===== src/inc/ilcmg_pkg.sv =====
/*
 * constants for the second lane-alignment multiframe generator:
 * control characters, fixed link fields, register map and states.
 * assumes one lane per converter, two lanes, two octets per frame.
 */
`default_nettype none
package ilcmg_pkg;
  // ------------------------------------------------------------
  // control characters (sent with the k flag)
  // ------------------------------------------------------------
  localparam logic [7:0] K28_0 = 8'h1c; // start of subsequence
  localparam logic [7:0] K28_3 = 8'h7c; // lane alignment
  localparam logic [7:0] K28_4 = 8'h9c; // start of link config

  // ------------------------------------------------------------
  // fixed link fields, already minus-one where the link wants it
  // ------------------------------------------------------------
  localparam logic [7:0] F_M1   = 8'h01; // two octets per frame
  localparam logic [7:0] M_M1   = 8'h01; // two converters
  localparam logic [1:0] CS_V   = 2'h1;  // one control bit
  localparam logic [4:0] N_M1   = 5'h0d; // 14-bit resolution
  localparam logic [2:0] SUBV   = 3'h0;  // subclass version
  localparam logic [4:0] NP_M1  = 5'h0f; // 16 bits per sample
  localparam logic [2:0] JESDV  = 3'h1;  // link version
  localparam logic [4:0] S_M1   = 5'h00; // one sample per frame
  localparam logic       HD_V   = 1'b0;  // no high density
  localparam logic [4:0] CF_V   = 5'h00; // no control words
  localparam logic [7:0] RSV_V  = 8'h00; // reserved octets
  localparam logic [7:0] CS_N_OCT = {CS_V, 1'b0, N_M1};
  localparam logic [7:0] NP_OCT   = {SUBV, NP_M1};
  localparam logic [7:0] JV_S_OCT = {JESDV, S_M1};
  localparam logic [7:0] HD_CF_OCT = {HD_V, 2'b00, CF_V};

  // ------------------------------------------------------------
  // multiframe layout (octet positions inside the multiframe)
  // ------------------------------------------------------------
  localparam logic [5:0] P_KSTART = 6'h00;
  localparam logic [5:0] P_KCFG   = 6'h01;
  localparam logic [5:0] P_DID    = 6'h02;
  localparam logic [5:0] P_ADJ    = 6'h03;
  localparam logic [5:0] P_LANE   = 6'h04;
  localparam logic [5:0] P_SCRL   = 6'h05;
  localparam logic [5:0] P_FM1    = 6'h06;
  localparam logic [5:0] P_KM1    = 6'h07;
  localparam logic [5:0] P_MM1    = 6'h08;
  localparam logic [5:0] P_CSN    = 6'h09;
  localparam logic [5:0] P_NP     = 6'h0a;
  localparam logic [5:0] P_JVS    = 6'h0b;
  localparam logic [5:0] P_HDCF   = 6'h0c;
  localparam logic [5:0] P_RSV0   = 6'h0d;
  localparam logic [5:0] P_RSV1   = 6'h0e;
  localparam logic [5:0] P_FCHK   = 6'h0f;
  localparam logic [4:0] K_MIN_M1 = 5'h08; // shortest legal K is 9
  localparam logic [7:0] K32_M1   = 8'h1f; // lane octet writable

  // ------------------------------------------------------------
  // register map and reset values
  // ------------------------------------------------------------
  localparam logic [3:0] A_LINK   = 4'h0;
  localparam logic [3:0] A_FRAME  = 4'h4;
  localparam logic [3:0] A_STATUS = 4'h8;
  localparam logic [7:0] RST_DID  = 8'h00;
  localparam logic [7:0] RST_ADJ  = 8'h00;
  localparam logic [7:0] RST_LANE = 8'h00;
  localparam logic [7:0] RST_SCRL = 8'h01; // two lanes, no scramble
  localparam logic [7:0] RST_KM1  = 8'h08; // nine frames
  localparam logic [1:0] RESP_OK  = 2'h0;
  localparam logic [1:0] RESP_ERR = 2'h2;

  typedef enum logic [1:0] {
    ST_IDLE = 2'b00,
    ST_MF1  = 2'b01,
    ST_MF2  = 2'b10,
    ST_DONE = 2'b11
  } ilcmg_state_t;
endpackage
`default_nettype wire


===== src/rtl/ilcmg_axil.sv =====
/*
 * axi4-lite register slave for the config multiframe generator.
 * assumes a single clock; the clock enable freezes the bus too.
 */
`timescale 1ns/1ns
`default_nettype none
module ilcmg_axil
(
  input  wire logic        core_clk,
  input  wire logic        rst_n,
  input  wire logic        ce,
  input  wire logic [3:0]  s_axi_awaddr,
  input  wire logic        s_axi_awvalid,
  output logic             s_axi_awready,
  input  wire logic [31:0] s_axi_wdata,
  input  wire logic [3:0]  s_axi_wstrb,
  input  wire logic        s_axi_wvalid,
  output logic             s_axi_wready,
  output logic [1:0]       s_axi_bresp,
  output logic             s_axi_bvalid,
  input  wire logic        s_axi_bready,
  input  wire logic [3:0]  s_axi_araddr,
  input  wire logic        s_axi_arvalid,
  output logic             s_axi_arready,
  output logic [31:0]      s_axi_rdata,
  output logic [1:0]       s_axi_rresp,
  output logic             s_axi_rvalid,
  input  wire logic        s_axi_rready,
  input  wire logic [31:0] status,
  output logic [31:0]      link_reg,
  output logic [7:0]       km1_reg
);
  logic        aw_held_reg;
  logic [3:0]  aw_addr_reg;
  logic        w_held_reg;
  logic [31:0] w_data_reg;
  logic [3:0]  w_strb_reg;
  logic [1:0]  bresp_reg;
  logic        bvalid_reg;
  logic [31:0] rdata_reg;
  logic [1:0]  rresp_reg;
  logic        rvalid_reg;

  // handshakes and decode
  wire do_wr   = aw_held_reg && w_held_reg && !bvalid_reg;
  wire wr_link = aw_addr_reg == ilcmg_pkg::A_LINK;
  wire wr_frm  = aw_addr_reg == ilcmg_pkg::A_FRAME;
  wire rd_take = s_axi_arvalid && !rvalid_reg;
  wire rd_ok   = s_axi_araddr == ilcmg_pkg::A_LINK ||
                 s_axi_araddr == ilcmg_pkg::A_FRAME ||
                 s_axi_araddr == ilcmg_pkg::A_STATUS;
  wire [31:0] rd_mux =
    s_axi_araddr == ilcmg_pkg::A_LINK  ? link_reg :
    s_axi_araddr == ilcmg_pkg::A_FRAME ? {24'h000000, km1_reg} :
    s_axi_araddr == ilcmg_pkg::A_STATUS ? status : 32'h00000000;
  assign s_axi_awready = !aw_held_reg && !bvalid_reg;
  assign s_axi_wready  = !w_held_reg && !bvalid_reg;
  assign s_axi_arready = !rvalid_reg;
  assign s_axi_bvalid  = bvalid_reg;
  assign s_axi_bresp   = bresp_reg;
  assign s_axi_rvalid  = rvalid_reg;
  assign s_axi_rdata   = rdata_reg;
  assign s_axi_rresp   = rresp_reg;

  // write channel capture and response
  always_ff @(posedge core_clk or negedge rst_n)
  begin
    if (!rst_n)
    begin
      aw_held_reg <= 1'b0;
      aw_addr_reg <= 4'h0;
      w_held_reg  <= 1'b0;
      w_data_reg  <= 32'h00000000;
      w_strb_reg  <= 4'h0;
      bvalid_reg  <= 1'b0;
      bresp_reg   <= ilcmg_pkg::RESP_OK;
    end
    else if (ce)
    begin
      if (s_axi_awvalid && s_axi_awready)
      begin
        aw_held_reg <= 1'b1;
        aw_addr_reg <= s_axi_awaddr;
      end
      if (s_axi_wvalid && s_axi_wready)
      begin
        w_held_reg <= 1'b1;
        w_data_reg <= s_axi_wdata;
        w_strb_reg <= s_axi_wstrb;
      end
      if (do_wr)
      begin
        aw_held_reg <= 1'b0;
        w_held_reg  <= 1'b0;
        bvalid_reg  <= 1'b1;
        bresp_reg   <= (wr_link || wr_frm) ? ilcmg_pkg::RESP_OK
                                           : ilcmg_pkg::RESP_ERR;
      end
      else if (s_axi_bready)
        bvalid_reg <= 1'b0;
    end
  end

  // register storage with byte strobes
  always_ff @(posedge core_clk or negedge rst_n)
  begin
    if (!rst_n)
    begin
      link_reg <= {ilcmg_pkg::RST_SCRL, ilcmg_pkg::RST_LANE,
                   ilcmg_pkg::RST_ADJ, ilcmg_pkg::RST_DID};
      km1_reg  <= ilcmg_pkg::RST_KM1;
    end
    else if (ce && do_wr)
    begin
      for (int b = 0; b < 4; b++)
        if (wr_link && w_strb_reg[b])
          link_reg[b*8 +: 8] <= w_data_reg[b*8 +: 8];
      if (wr_frm && w_strb_reg[0])
        km1_reg <= w_data_reg[7:0];
    end
  end

  // read channel
  always_ff @(posedge core_clk or negedge rst_n)
  begin
    if (!rst_n)
    begin
      rvalid_reg <= 1'b0;
      rdata_reg  <= 32'h00000000;
      rresp_reg  <= ilcmg_pkg::RESP_OK;
    end
    else if (ce)
    begin
      if (rd_take)
      begin
        rvalid_reg <= 1'b1;
        rdata_reg  <= rd_mux;
        rresp_reg  <= rd_ok ? ilcmg_pkg::RESP_OK : ilcmg_pkg::RESP_ERR;
      end
      else if (s_axi_rready)
        rvalid_reg <= 1'b0;
    end
  end
endmodule // ilcmg_axil
`default_nettype wire


===== src/rtl/ilcmg_gen.sv =====
/*
 * generator of the second lane-alignment multiframe (link config).
 * assumes cgs_done pulses once when code-group sync ends and that
 * the octet stream is 8b/10b coded downstream.
 */
// The AXI4-Lite interface to the registers and the address map were decided locally.
`timescale 1ns/1ns
`default_nettype none
// How it works
// - multiframe opens with K28.0, then K28.4 before any config octet
// - config octets go out in the fixed link-config order
// - counts like L, F, K, M, N, N', S are sent minus one
// - device id, adjust/bank, scramble/lanes, K octets are writable
// - checksum is field sum mod 256, sent after the reserved octets
// - K=9 sends 08, checksum 29, counter 22, then K28.3
// - K=32 sends 1F, checksum 40, counters 50 to 7E, then K28.3
// - fixed octets 01, 01, 4D, 0F, 20 for this format
// - resolution 14 bits in 16 bits per sample, minus one coded
// - one sample per frame, sent as zero
// - high density, control words and reserved octets are zero
// - two lanes advertised as 01, scramble bit zero by default
// - other octets come from an 8-bit counter reset by sync end
// - the alignment sequence is never scrambled
module ilcmg_gen
(
  input  wire logic        core_clk,
  input  wire logic        rst_n,
  input  wire logic        ce,
  input  wire logic        cgs_done,
  input  wire logic [3:0]  s_axi_awaddr,
  input  wire logic        s_axi_awvalid,
  output logic             s_axi_awready,
  input  wire logic [31:0] s_axi_wdata,
  input  wire logic [3:0]  s_axi_wstrb,
  input  wire logic        s_axi_wvalid,
  output logic             s_axi_wready,
  output logic [1:0]       s_axi_bresp,
  output logic             s_axi_bvalid,
  input  wire logic        s_axi_bready,
  input  wire logic [3:0]  s_axi_araddr,
  input  wire logic        s_axi_arvalid,
  output logic             s_axi_arready,
  output logic [31:0]      s_axi_rdata,
  output logic [1:0]       s_axi_rresp,
  output logic             s_axi_rvalid,
  input  wire logic        s_axi_rready,
  output logic [7:0]       oct_data,
  output logic             oct_is_k,
  output logic             oct_valid,
  output logic [5:0]       oct_pos,
  output logic             ilas_busy,
  output logic             scramble_en
);
  // ------------------------------------------------------------
  // functions
  // ------------------------------------------------------------
  // fixed fields folded into the sum, declared ahead of their use
  localparam logic [7:0] F_FIX = ilcmg_pkg::F_M1;
  localparam logic [7:0] M_M1  = ilcmg_pkg::M_M1;

  // field sum of all link-config fields, modulo 256
  function automatic logic [7:0] field_sum(
    input logic [7:0] did, input logic [7:0] adj,
    input logic [7:0] lane, input logic [7:0] scrl,
    input logic [7:0] km1);
    logic [7:0] s;
    s = did + {4'h0, adj[7:4]} + {4'h0, adj[3:0]};
    s = s + {7'h00, lane[6]} + {7'h00, lane[5]} + {3'h0, lane[4:0]};
    s = s + {7'h00, scrl[7]} + {3'h0, scrl[4:0]} + F_FIX + {3'h0, km1[4:0]};
    s = s + M_M1 + {6'h00, ilcmg_pkg::CS_V} + {3'h0, ilcmg_pkg::N_M1};
    s = s + {5'h00, ilcmg_pkg::SUBV} + {3'h0, ilcmg_pkg::NP_M1};
    s = s + {5'h00, ilcmg_pkg::JESDV} + {3'h0, ilcmg_pkg::S_M1};
    s = s + {7'h00, ilcmg_pkg::HD_V} + {3'h0, ilcmg_pkg::CF_V};
    return s;
  endfunction

  // last octet position of a multiframe: 2*(K-1)+1
  function automatic logic [5:0] last_pos(input logic [4:0] km1);
    return {km1, 1'b1};
  endfunction

  // ------------------------------------------------------------
  // registers and their snapshot
  // ------------------------------------------------------------
  logic [31:0]             link_reg;
  logic [7:0]              km1_reg;
  logic [31:0]             status;
  logic [7:0]              did_snap_reg;
  logic [7:0]              adj_snap_reg;
  logic [7:0]              lane_snap_reg;
  logic [7:0]              scrl_snap_reg;
  logic [7:0]              km1_snap_reg;
  logic [7:0]              fchk_snap_reg;
  ilcmg_pkg::ilcmg_state_t st_reg;
  ilcmg_pkg::ilcmg_state_t st_next;
  logic [5:0]              pos_reg;
  logic [5:0]              pos_next;
  logic [7:0]              lane_cnt_reg;
  logic [7:0]              data_reg;
  logic                    is_k_reg;
  logic                    valid_reg;
  logic [5:0]              opos_reg;

  ilcmg_axil u_regs
  (
    .core_clk      (core_clk),
    .rst_n         (rst_n),
    .ce            (ce),
    .s_axi_awaddr  (s_axi_awaddr),
    .s_axi_awvalid (s_axi_awvalid),
    .s_axi_awready (s_axi_awready),
    .s_axi_wdata   (s_axi_wdata),
    .s_axi_wstrb   (s_axi_wstrb),
    .s_axi_wvalid  (s_axi_wvalid),
    .s_axi_wready  (s_axi_wready),
    .s_axi_bresp   (s_axi_bresp),
    .s_axi_bvalid  (s_axi_bvalid),
    .s_axi_bready  (s_axi_bready),
    .s_axi_araddr  (s_axi_araddr),
    .s_axi_arvalid (s_axi_arvalid),
    .s_axi_arready (s_axi_arready),
    .s_axi_rdata   (s_axi_rdata),
    .s_axi_rresp   (s_axi_rresp),
    .s_axi_rvalid  (s_axi_rvalid),
    .s_axi_rready  (s_axi_rready),
    .status        (status),
    .link_reg      (link_reg),
    .km1_reg       (km1_reg)
  );

  // ------------------------------------------------------------
  // live field views
  // ------------------------------------------------------------
  // lane octet is writable only in the 32-frame case; k clamped to 9
  wire [7:0] lane_live = (km1_reg == ilcmg_pkg::K32_M1) ?
                         link_reg[23:16] : 8'h00;
  wire [7:0] km1_live  = (km1_reg[4:0] < ilcmg_pkg::K_MIN_M1) ?
                         {3'h0, ilcmg_pkg::K_MIN_M1} :
                         {3'h0, km1_reg[4:0]};
  wire [7:0] fchk_live = field_sum(link_reg[7:0], link_reg[15:8],
                         lane_live, link_reg[31:24], km1_live);
  assign status = {14'h0000, st_reg, fchk_snap_reg, lane_cnt_reg};

  // ------------------------------------------------------------
  // sequence control
  // ------------------------------------------------------------
  wire mf_end = pos_reg == last_pos(km1_snap_reg[4:0]);
  always_comb
  begin
    st_next  = st_reg;
    pos_next = pos_reg + 6'h01;
    case (st_reg)
      ilcmg_pkg::ST_IDLE:
        pos_next = 6'h00;
      ilcmg_pkg::ST_MF1:
        if (mf_end)
        begin
          st_next  = ilcmg_pkg::ST_MF2;
          pos_next = 6'h00;
        end
      ilcmg_pkg::ST_MF2:
        if (mf_end)
        begin
          st_next  = ilcmg_pkg::ST_DONE;
          pos_next = 6'h00;
        end
      ilcmg_pkg::ST_DONE:
        pos_next = 6'h00;
      default:
      begin
        st_next  = ilcmg_pkg::ST_IDLE;
        pos_next = 6'h00;
      end
    endcase
  end

  // state, position and alignment counter
  always_ff @(posedge core_clk or negedge rst_n)
  begin
    if (!rst_n)
    begin
      st_reg       <= ilcmg_pkg::ST_IDLE;
      pos_reg      <= 6'h00;
      lane_cnt_reg <= 8'h00;
    end
    else if (ce)
    begin
      if (cgs_done)
      begin
        st_reg       <= ilcmg_pkg::ST_MF1;
        pos_reg      <= 6'h00;
        lane_cnt_reg <= 8'h00;
      end
      else
      begin
        st_reg       <= st_next;
        pos_reg      <= pos_next;
        lane_cnt_reg <= lane_cnt_reg + 8'h01;
      end
    end
  end

  // snapshot of the fields at each sequence start
  always_ff @(posedge core_clk or negedge rst_n)
  begin
    if (!rst_n)
    begin
      did_snap_reg  <= ilcmg_pkg::RST_DID;
      adj_snap_reg  <= ilcmg_pkg::RST_ADJ;
      lane_snap_reg <= ilcmg_pkg::RST_LANE;
      scrl_snap_reg <= ilcmg_pkg::RST_SCRL;
      km1_snap_reg  <= ilcmg_pkg::RST_KM1;
      fchk_snap_reg <= 8'h00;
    end
    else if (ce && cgs_done)
    begin
      did_snap_reg  <= link_reg[7:0];
      adj_snap_reg  <= link_reg[15:8];
      lane_snap_reg <= lane_live;
      scrl_snap_reg <= link_reg[31:24];
      km1_snap_reg  <= km1_live;
      fchk_snap_reg <= fchk_live;
    end
  end

  // ------------------------------------------------------------
  // octet selection
  // ------------------------------------------------------------
  wire [7:0] cfg_oct =
    pos_reg == ilcmg_pkg::P_DID  ? did_snap_reg :
    pos_reg == ilcmg_pkg::P_ADJ  ? adj_snap_reg :
    pos_reg == ilcmg_pkg::P_LANE ? lane_snap_reg :
    pos_reg == ilcmg_pkg::P_SCRL ? scrl_snap_reg :
    pos_reg == ilcmg_pkg::P_FM1  ? ilcmg_pkg::F_M1 :
    pos_reg == ilcmg_pkg::P_KM1  ? km1_snap_reg :
    pos_reg == ilcmg_pkg::P_MM1  ? ilcmg_pkg::M_M1 :
    pos_reg == ilcmg_pkg::P_CSN  ? ilcmg_pkg::CS_N_OCT :
    pos_reg == ilcmg_pkg::P_NP   ? ilcmg_pkg::NP_OCT :
    pos_reg == ilcmg_pkg::P_JVS  ? ilcmg_pkg::JV_S_OCT :
    pos_reg == ilcmg_pkg::P_HDCF ? ilcmg_pkg::HD_CF_OCT :
    pos_reg == ilcmg_pkg::P_FCHK ? fchk_snap_reg :
    ilcmg_pkg::RSV_V;
  wire in_mf2  = st_reg == ilcmg_pkg::ST_MF2 && !cgs_done;
  wire is_cfg  = pos_reg >= ilcmg_pkg::P_DID &&
                 pos_reg <= ilcmg_pkg::P_FCHK;
  wire is_kch  = pos_reg == ilcmg_pkg::P_KSTART ||
                 pos_reg == ilcmg_pkg::P_KCFG || mf_end;
  wire [7:0] kch = pos_reg == ilcmg_pkg::P_KSTART ? ilcmg_pkg::K28_0 :
                   pos_reg == ilcmg_pkg::P_KCFG   ? ilcmg_pkg::K28_4 :
                   ilcmg_pkg::K28_3;
  wire [7:0] oct_next = is_kch ? kch :
                        is_cfg ? cfg_oct : lane_cnt_reg;

  // registered octet output
  always_ff @(posedge core_clk or negedge rst_n)
  begin
    if (!rst_n)
    begin
      data_reg  <= 8'h00;
      is_k_reg  <= 1'b0;
      valid_reg <= 1'b0;
      opos_reg  <= 6'h00;
    end
    else if (ce)
    begin
      data_reg  <= in_mf2 ? oct_next : 8'h00;
      is_k_reg  <= in_mf2 && is_kch;
      valid_reg <= in_mf2;
      opos_reg  <= pos_reg;
    end
  end

  assign oct_data    = data_reg;
  assign oct_is_k    = is_k_reg;
  assign oct_valid   = valid_reg;
  assign oct_pos     = opos_reg;
  assign ilas_busy   = st_reg == ilcmg_pkg::ST_MF1 ||
                       st_reg == ilcmg_pkg::ST_MF2;
  // scrambling held off for the whole alignment sequence, including
  // the closing octet that still stands one cycle after the state ends
  assign scramble_en = link_reg[31] && !ilas_busy && !oct_valid &&
                       st_reg == ilcmg_pkg::ST_DONE;

  // ------------------------------------------------------------
  // assertions
  // ------------------------------------------------------------
  wire [5:0] last_o = last_pos(km1_snap_reg[4:0]);
endmodule // ilcmg_gen
`default_nettype wire


===== config.mk =====
export PLATFORM = sky130hd
export DESIGN_NAME = ilcmg_gen
export DESIGN_NICKNAME = d
export VERILOG_FILES = /design/src/inc/ilcmg_pkg.sv /design/src/rtl/ilcmg_axil.sv /design/src/rtl/ilcmg_gen.sv
export SDC_FILE = /design/constraint.sdc
export NUM_CORES = 1
export LEC_CHECK = 0
export ABC_CLOCK_PERIOD_IN_PS = 4800
export BUFFER_PORTS_ARGS = -buffer_cell sky130_fd_sc_hd__buf_2
export CAP_MARGIN = 20
export CORE_UTILIZATION = 61
export CTS_BUF_LIST = sky130_fd_sc_hd__clkbuf_4 sky130_fd_sc_hd__clkbuf_8
export DETAILED_ROUTE_END_ITERATION = 10
export GPL_ROUTABILITY_DRIVEN = 0
export MAX_ROUTING_LAYER = met4
export PLACE_DENSITY = 0.87
export SYNTH_ARGS = -nofsm -noshare
export SYNTH_HDL_FRONTEND = slang
export SYNTH_SLANG_ARGS = --single-unit

===== constraint.sdc =====
create_clock -name core_clk -period 4.8 [get_ports core_clk]
set_input_delay 0.48 -clock core_clk [delete_from_list [all_inputs] [get_ports core_clk]]
set_output_delay 0.48 -clock core_clk [all_outputs]
set_load 0.01 [all_outputs]

==> impl_metrics.json <==
{
  "rsz0062_at_grt": "false",
  "netlist.area_leader.share_pct": 50.0,
  "power.total_w": 0.00525,
  "core_sq_mm": 0.0153,
  "min_path_type": "input pin to asynchronous set/reset pin",
  "avgViaCountPerCell": 5.99,
  "p_leak_nw": 5.31,
  "yosysWarnings": 0,
  "fmax_mhz": 229,
  "reg2reg_depth": 15,
  "drv_slew": 0,
  "ios": 112,
  "vias": 6955,
  "ir_drop_uv": 465,
  "syn_inst": 846,
  "post-route-min-period_ps": 4370,
  "drv_cap": 0,
  "cts_tree": "built",
  "synth_cell_type_count": 74,
  "grt_max_degree": 122,
  "grt_pass1_vias": 6902,
  "r2r-end": "fchk_snap_reg[7]",
  "drt_iter0_drc": 631,
  "totalNegativeSetupSlack_ps": 0,
  "remaining_drc_errors": 0,
  "clkTransAtPathRegs_ps": 100,
  "crit_chain": "nand4b_1 -> nor2_2 -> and2_1 -> fa_1 -> inv_1 -> fa_1 -> fa_1 -> inv_1 -> ha_1 -> fa_1 -> a211oi_1 -> o21bai_1 -> a21oi_1 -> xnor2_1 -> o21ai_0",
  "ys_top_cells_by_count": "dfrtp_1, nand2_1, mux2_2, o21ai_0, inv_1",
  "nets": 1028,
  "cpMaxStageDelayCell": "dfstp_2",
  "crit_start": "u_regs.km1_reg[3]",
  "overflow": 0,
  "finalSetupViolations": 0,
  "initial_core_util_pct": 62.6,
  "rrSetupSlack_ps": 430,
  "async_flop_share_pct": 100,
  "crit_top_cell": "fa_1",
  "cp.arrival_ps": 4740,
  "cts_htree_levels": 4,
  "antenna_cells": 0,
  "seq_area_frac_synth_pct": 51.1,
  "tightest_slew_ps": 1000,
  "antenna_found_initial": 0,
  "netSwitchingFraction_pct": 36.0,
  "outcome": "complete, no violations",
  "r2r-start": "u_regs.km1_reg[3]",
  "yosys.area.top_type": "dfrtp_1",
  "root_buffer": "clkbuf_8",
  "yosysMostFrequentCell": "dfrtp_1",
  "avgSynthCellArea_sq_um": 11.3,
  "fp.dieArea_sq_mm": 0.0162,
  "seqPwrFrac_pct": 46.9,
  "p_int_w": 0.00336,
  "first_pass_iters": 5,
  "ant_nets": 0,
  "io_buffers": 109,
  "preCtsSetupSlack_ps": 324,
  "power.density_mw_per_mm2": 490,
  "post_dp_cell_area_sq_mm": 0.0102,
  "clkPwrFrac_pct": 23.1,
  "synth-edff-count": 0,
  "setup_slack_ps": 429,
  "finalHoldViolCount": 0,
  "crit_fanout": 8,
  "design_area_sq_mm": 0.0107,
  "finalCritPeriodShare_pct": 91.1,
  "rows": 45,
  "drt-wirelength-per-cell_um": 19.3,
  "grt_pass1_wl_um": 36500,
  "chipHeight_um": 127,
  "relSlewSlack_pct": 32.8,
  "worstSetupEndpointType": "flip-flop",
  "cp_data_required_time_ps": 5170,
  "critical_path_class": "flip-flop to flip-flop",
  "cp_slowest_stage_delay_ps": 600,
  "synth_top_flop_cell": "dfrtp_1",
  "clockBufferDepth": 2,
  "layout-drive-gt1-share_pct": 28.1,
  "ys_seq_elements": 195,
  "grt.total_usage_pct": 30.7,
  "syn-cell-area_sq_mm": 0.00956,
  "insertion_delay_ps": 480,
  "dpl.hpwl_um": 16000,
  "netlist_top_cells_area": "dfrtp_1, mux2_2, nand2_1",
  "dieWidth_um": 127,
  "numClockSinks": 195,
  "worst_setup_path_start_kind": "flip-flop",
  "clock-skew-final_ps": 16.8,
  "cts_setup_buffers": 0,
  "synthToLayoutAreaGrowth_pct": 12.2,
  "power.share.combinational_pct": 30.0,
  "power_switching_w": 0.00189,
  "drt_wl_total_um": 22400,
  "numCtsBuffers": 17
}
-- stage by stage --
stage	util [%]	hold WS [ps]	cells
after global placement	67.1	457	1128
after global routing	70.3	204	1161
final	70.3	129	1161
after floorplan	-	184	847
after CTS	70.2	158	1160
after detailed placement	67.1	467	1128
-- layer usage --
layer	part of all wire, %	GRT usage, %	wire length (um)
met5	0	-	0
met4	2.9	11.9	642
met3	6.9	6.99	1550
met2	47	46.2	10600
met1	43	40.9	9590
-- power by group through the flow --
stage / registers, W / clock network [W] / logic (W)
after floorplan: 0.00232 / 0 / 0.00118
after global placement: 0.00245 / 0 / 0.00148
after detailed placement: 0.00248 / 0 / 0.00154
after CTS: 0.00245 / 0.00123 / 0.00156
after global routing: 0.00251 / 0.00130 / 0.00175
final: 0.00246 / 0.00121 / 0.00157
-- layout make-up --
type | instances | area [sq um]
clock buffer | 18 | 248
clock inverter | 14 | 223
fill | 1074 | 4540
inverter | 41 | 154
multi-input combinational | 563 | 4320
sequential | 195 | 4880
tap | 211 | 264
timing repair buffer | 119 | 629
-- logic make-up (layout without fill, tap and decap cells) --
family	after synthesis	in the layout	synth area share, %
xor+xnor	18	18	1.65
fa+ha+maj	38	38	6.55
compound gates	148	148	10.8
other cells	1	2	0.0392
mux	115	115	13.3
simple gates	242	242	12.8
flops	195	195	51.1
buf+inv	89	192	3.84
-- worst max-delay path by stage --
| stage | cells past startpoint | end | slack, ps |
|---|---|---|---|
| final | 15 | fchk_snap_reg[7] | 430 |
| after global routing | 14 | fchk_snap_reg[7] | 180 |
| after CTS | 14 | fchk_snap_reg[7] | 310 |
| after detailed placement | 14 | fchk_snap_reg[7] | 320 |
| after global placement | 15 | fchk_snap_reg[7] | 520 |
| after floorplan | 16 | fchk_snap_reg[7] | 770 |
-- placed cells by master, fill, tap and decap left out, types with 12 or more instances in the layout --
cell	n
dfrtp_1	191
nand2_1	136
buf_2	108
mux2_2	92
o21ai_0	47
inv_1	41
nor2_1	25
a22o_1	23
mux2i_1	20
fa_1	20
clkbuf_8	19
ha_1	18
a21oi_1	14
nand4_1	12
-- critical path, delay by kind of cell, from the launching register on --
kind | cells | cell delay, ps
fa+ha+maj | 5 | 2030
compound gates | 4 | 740
simple gates | 3 | 630
flops | 1 | 600
buf+inv | 2 | 130
xor+xnor | 1 | 130
-- what timing repair did --
action	4_1_cts	5_1_grt
hold buffers	0	0
setup endpoints to repair	0	1
resized for setup	0	1
Note: power is estimated with default switching activity, not from simulation.
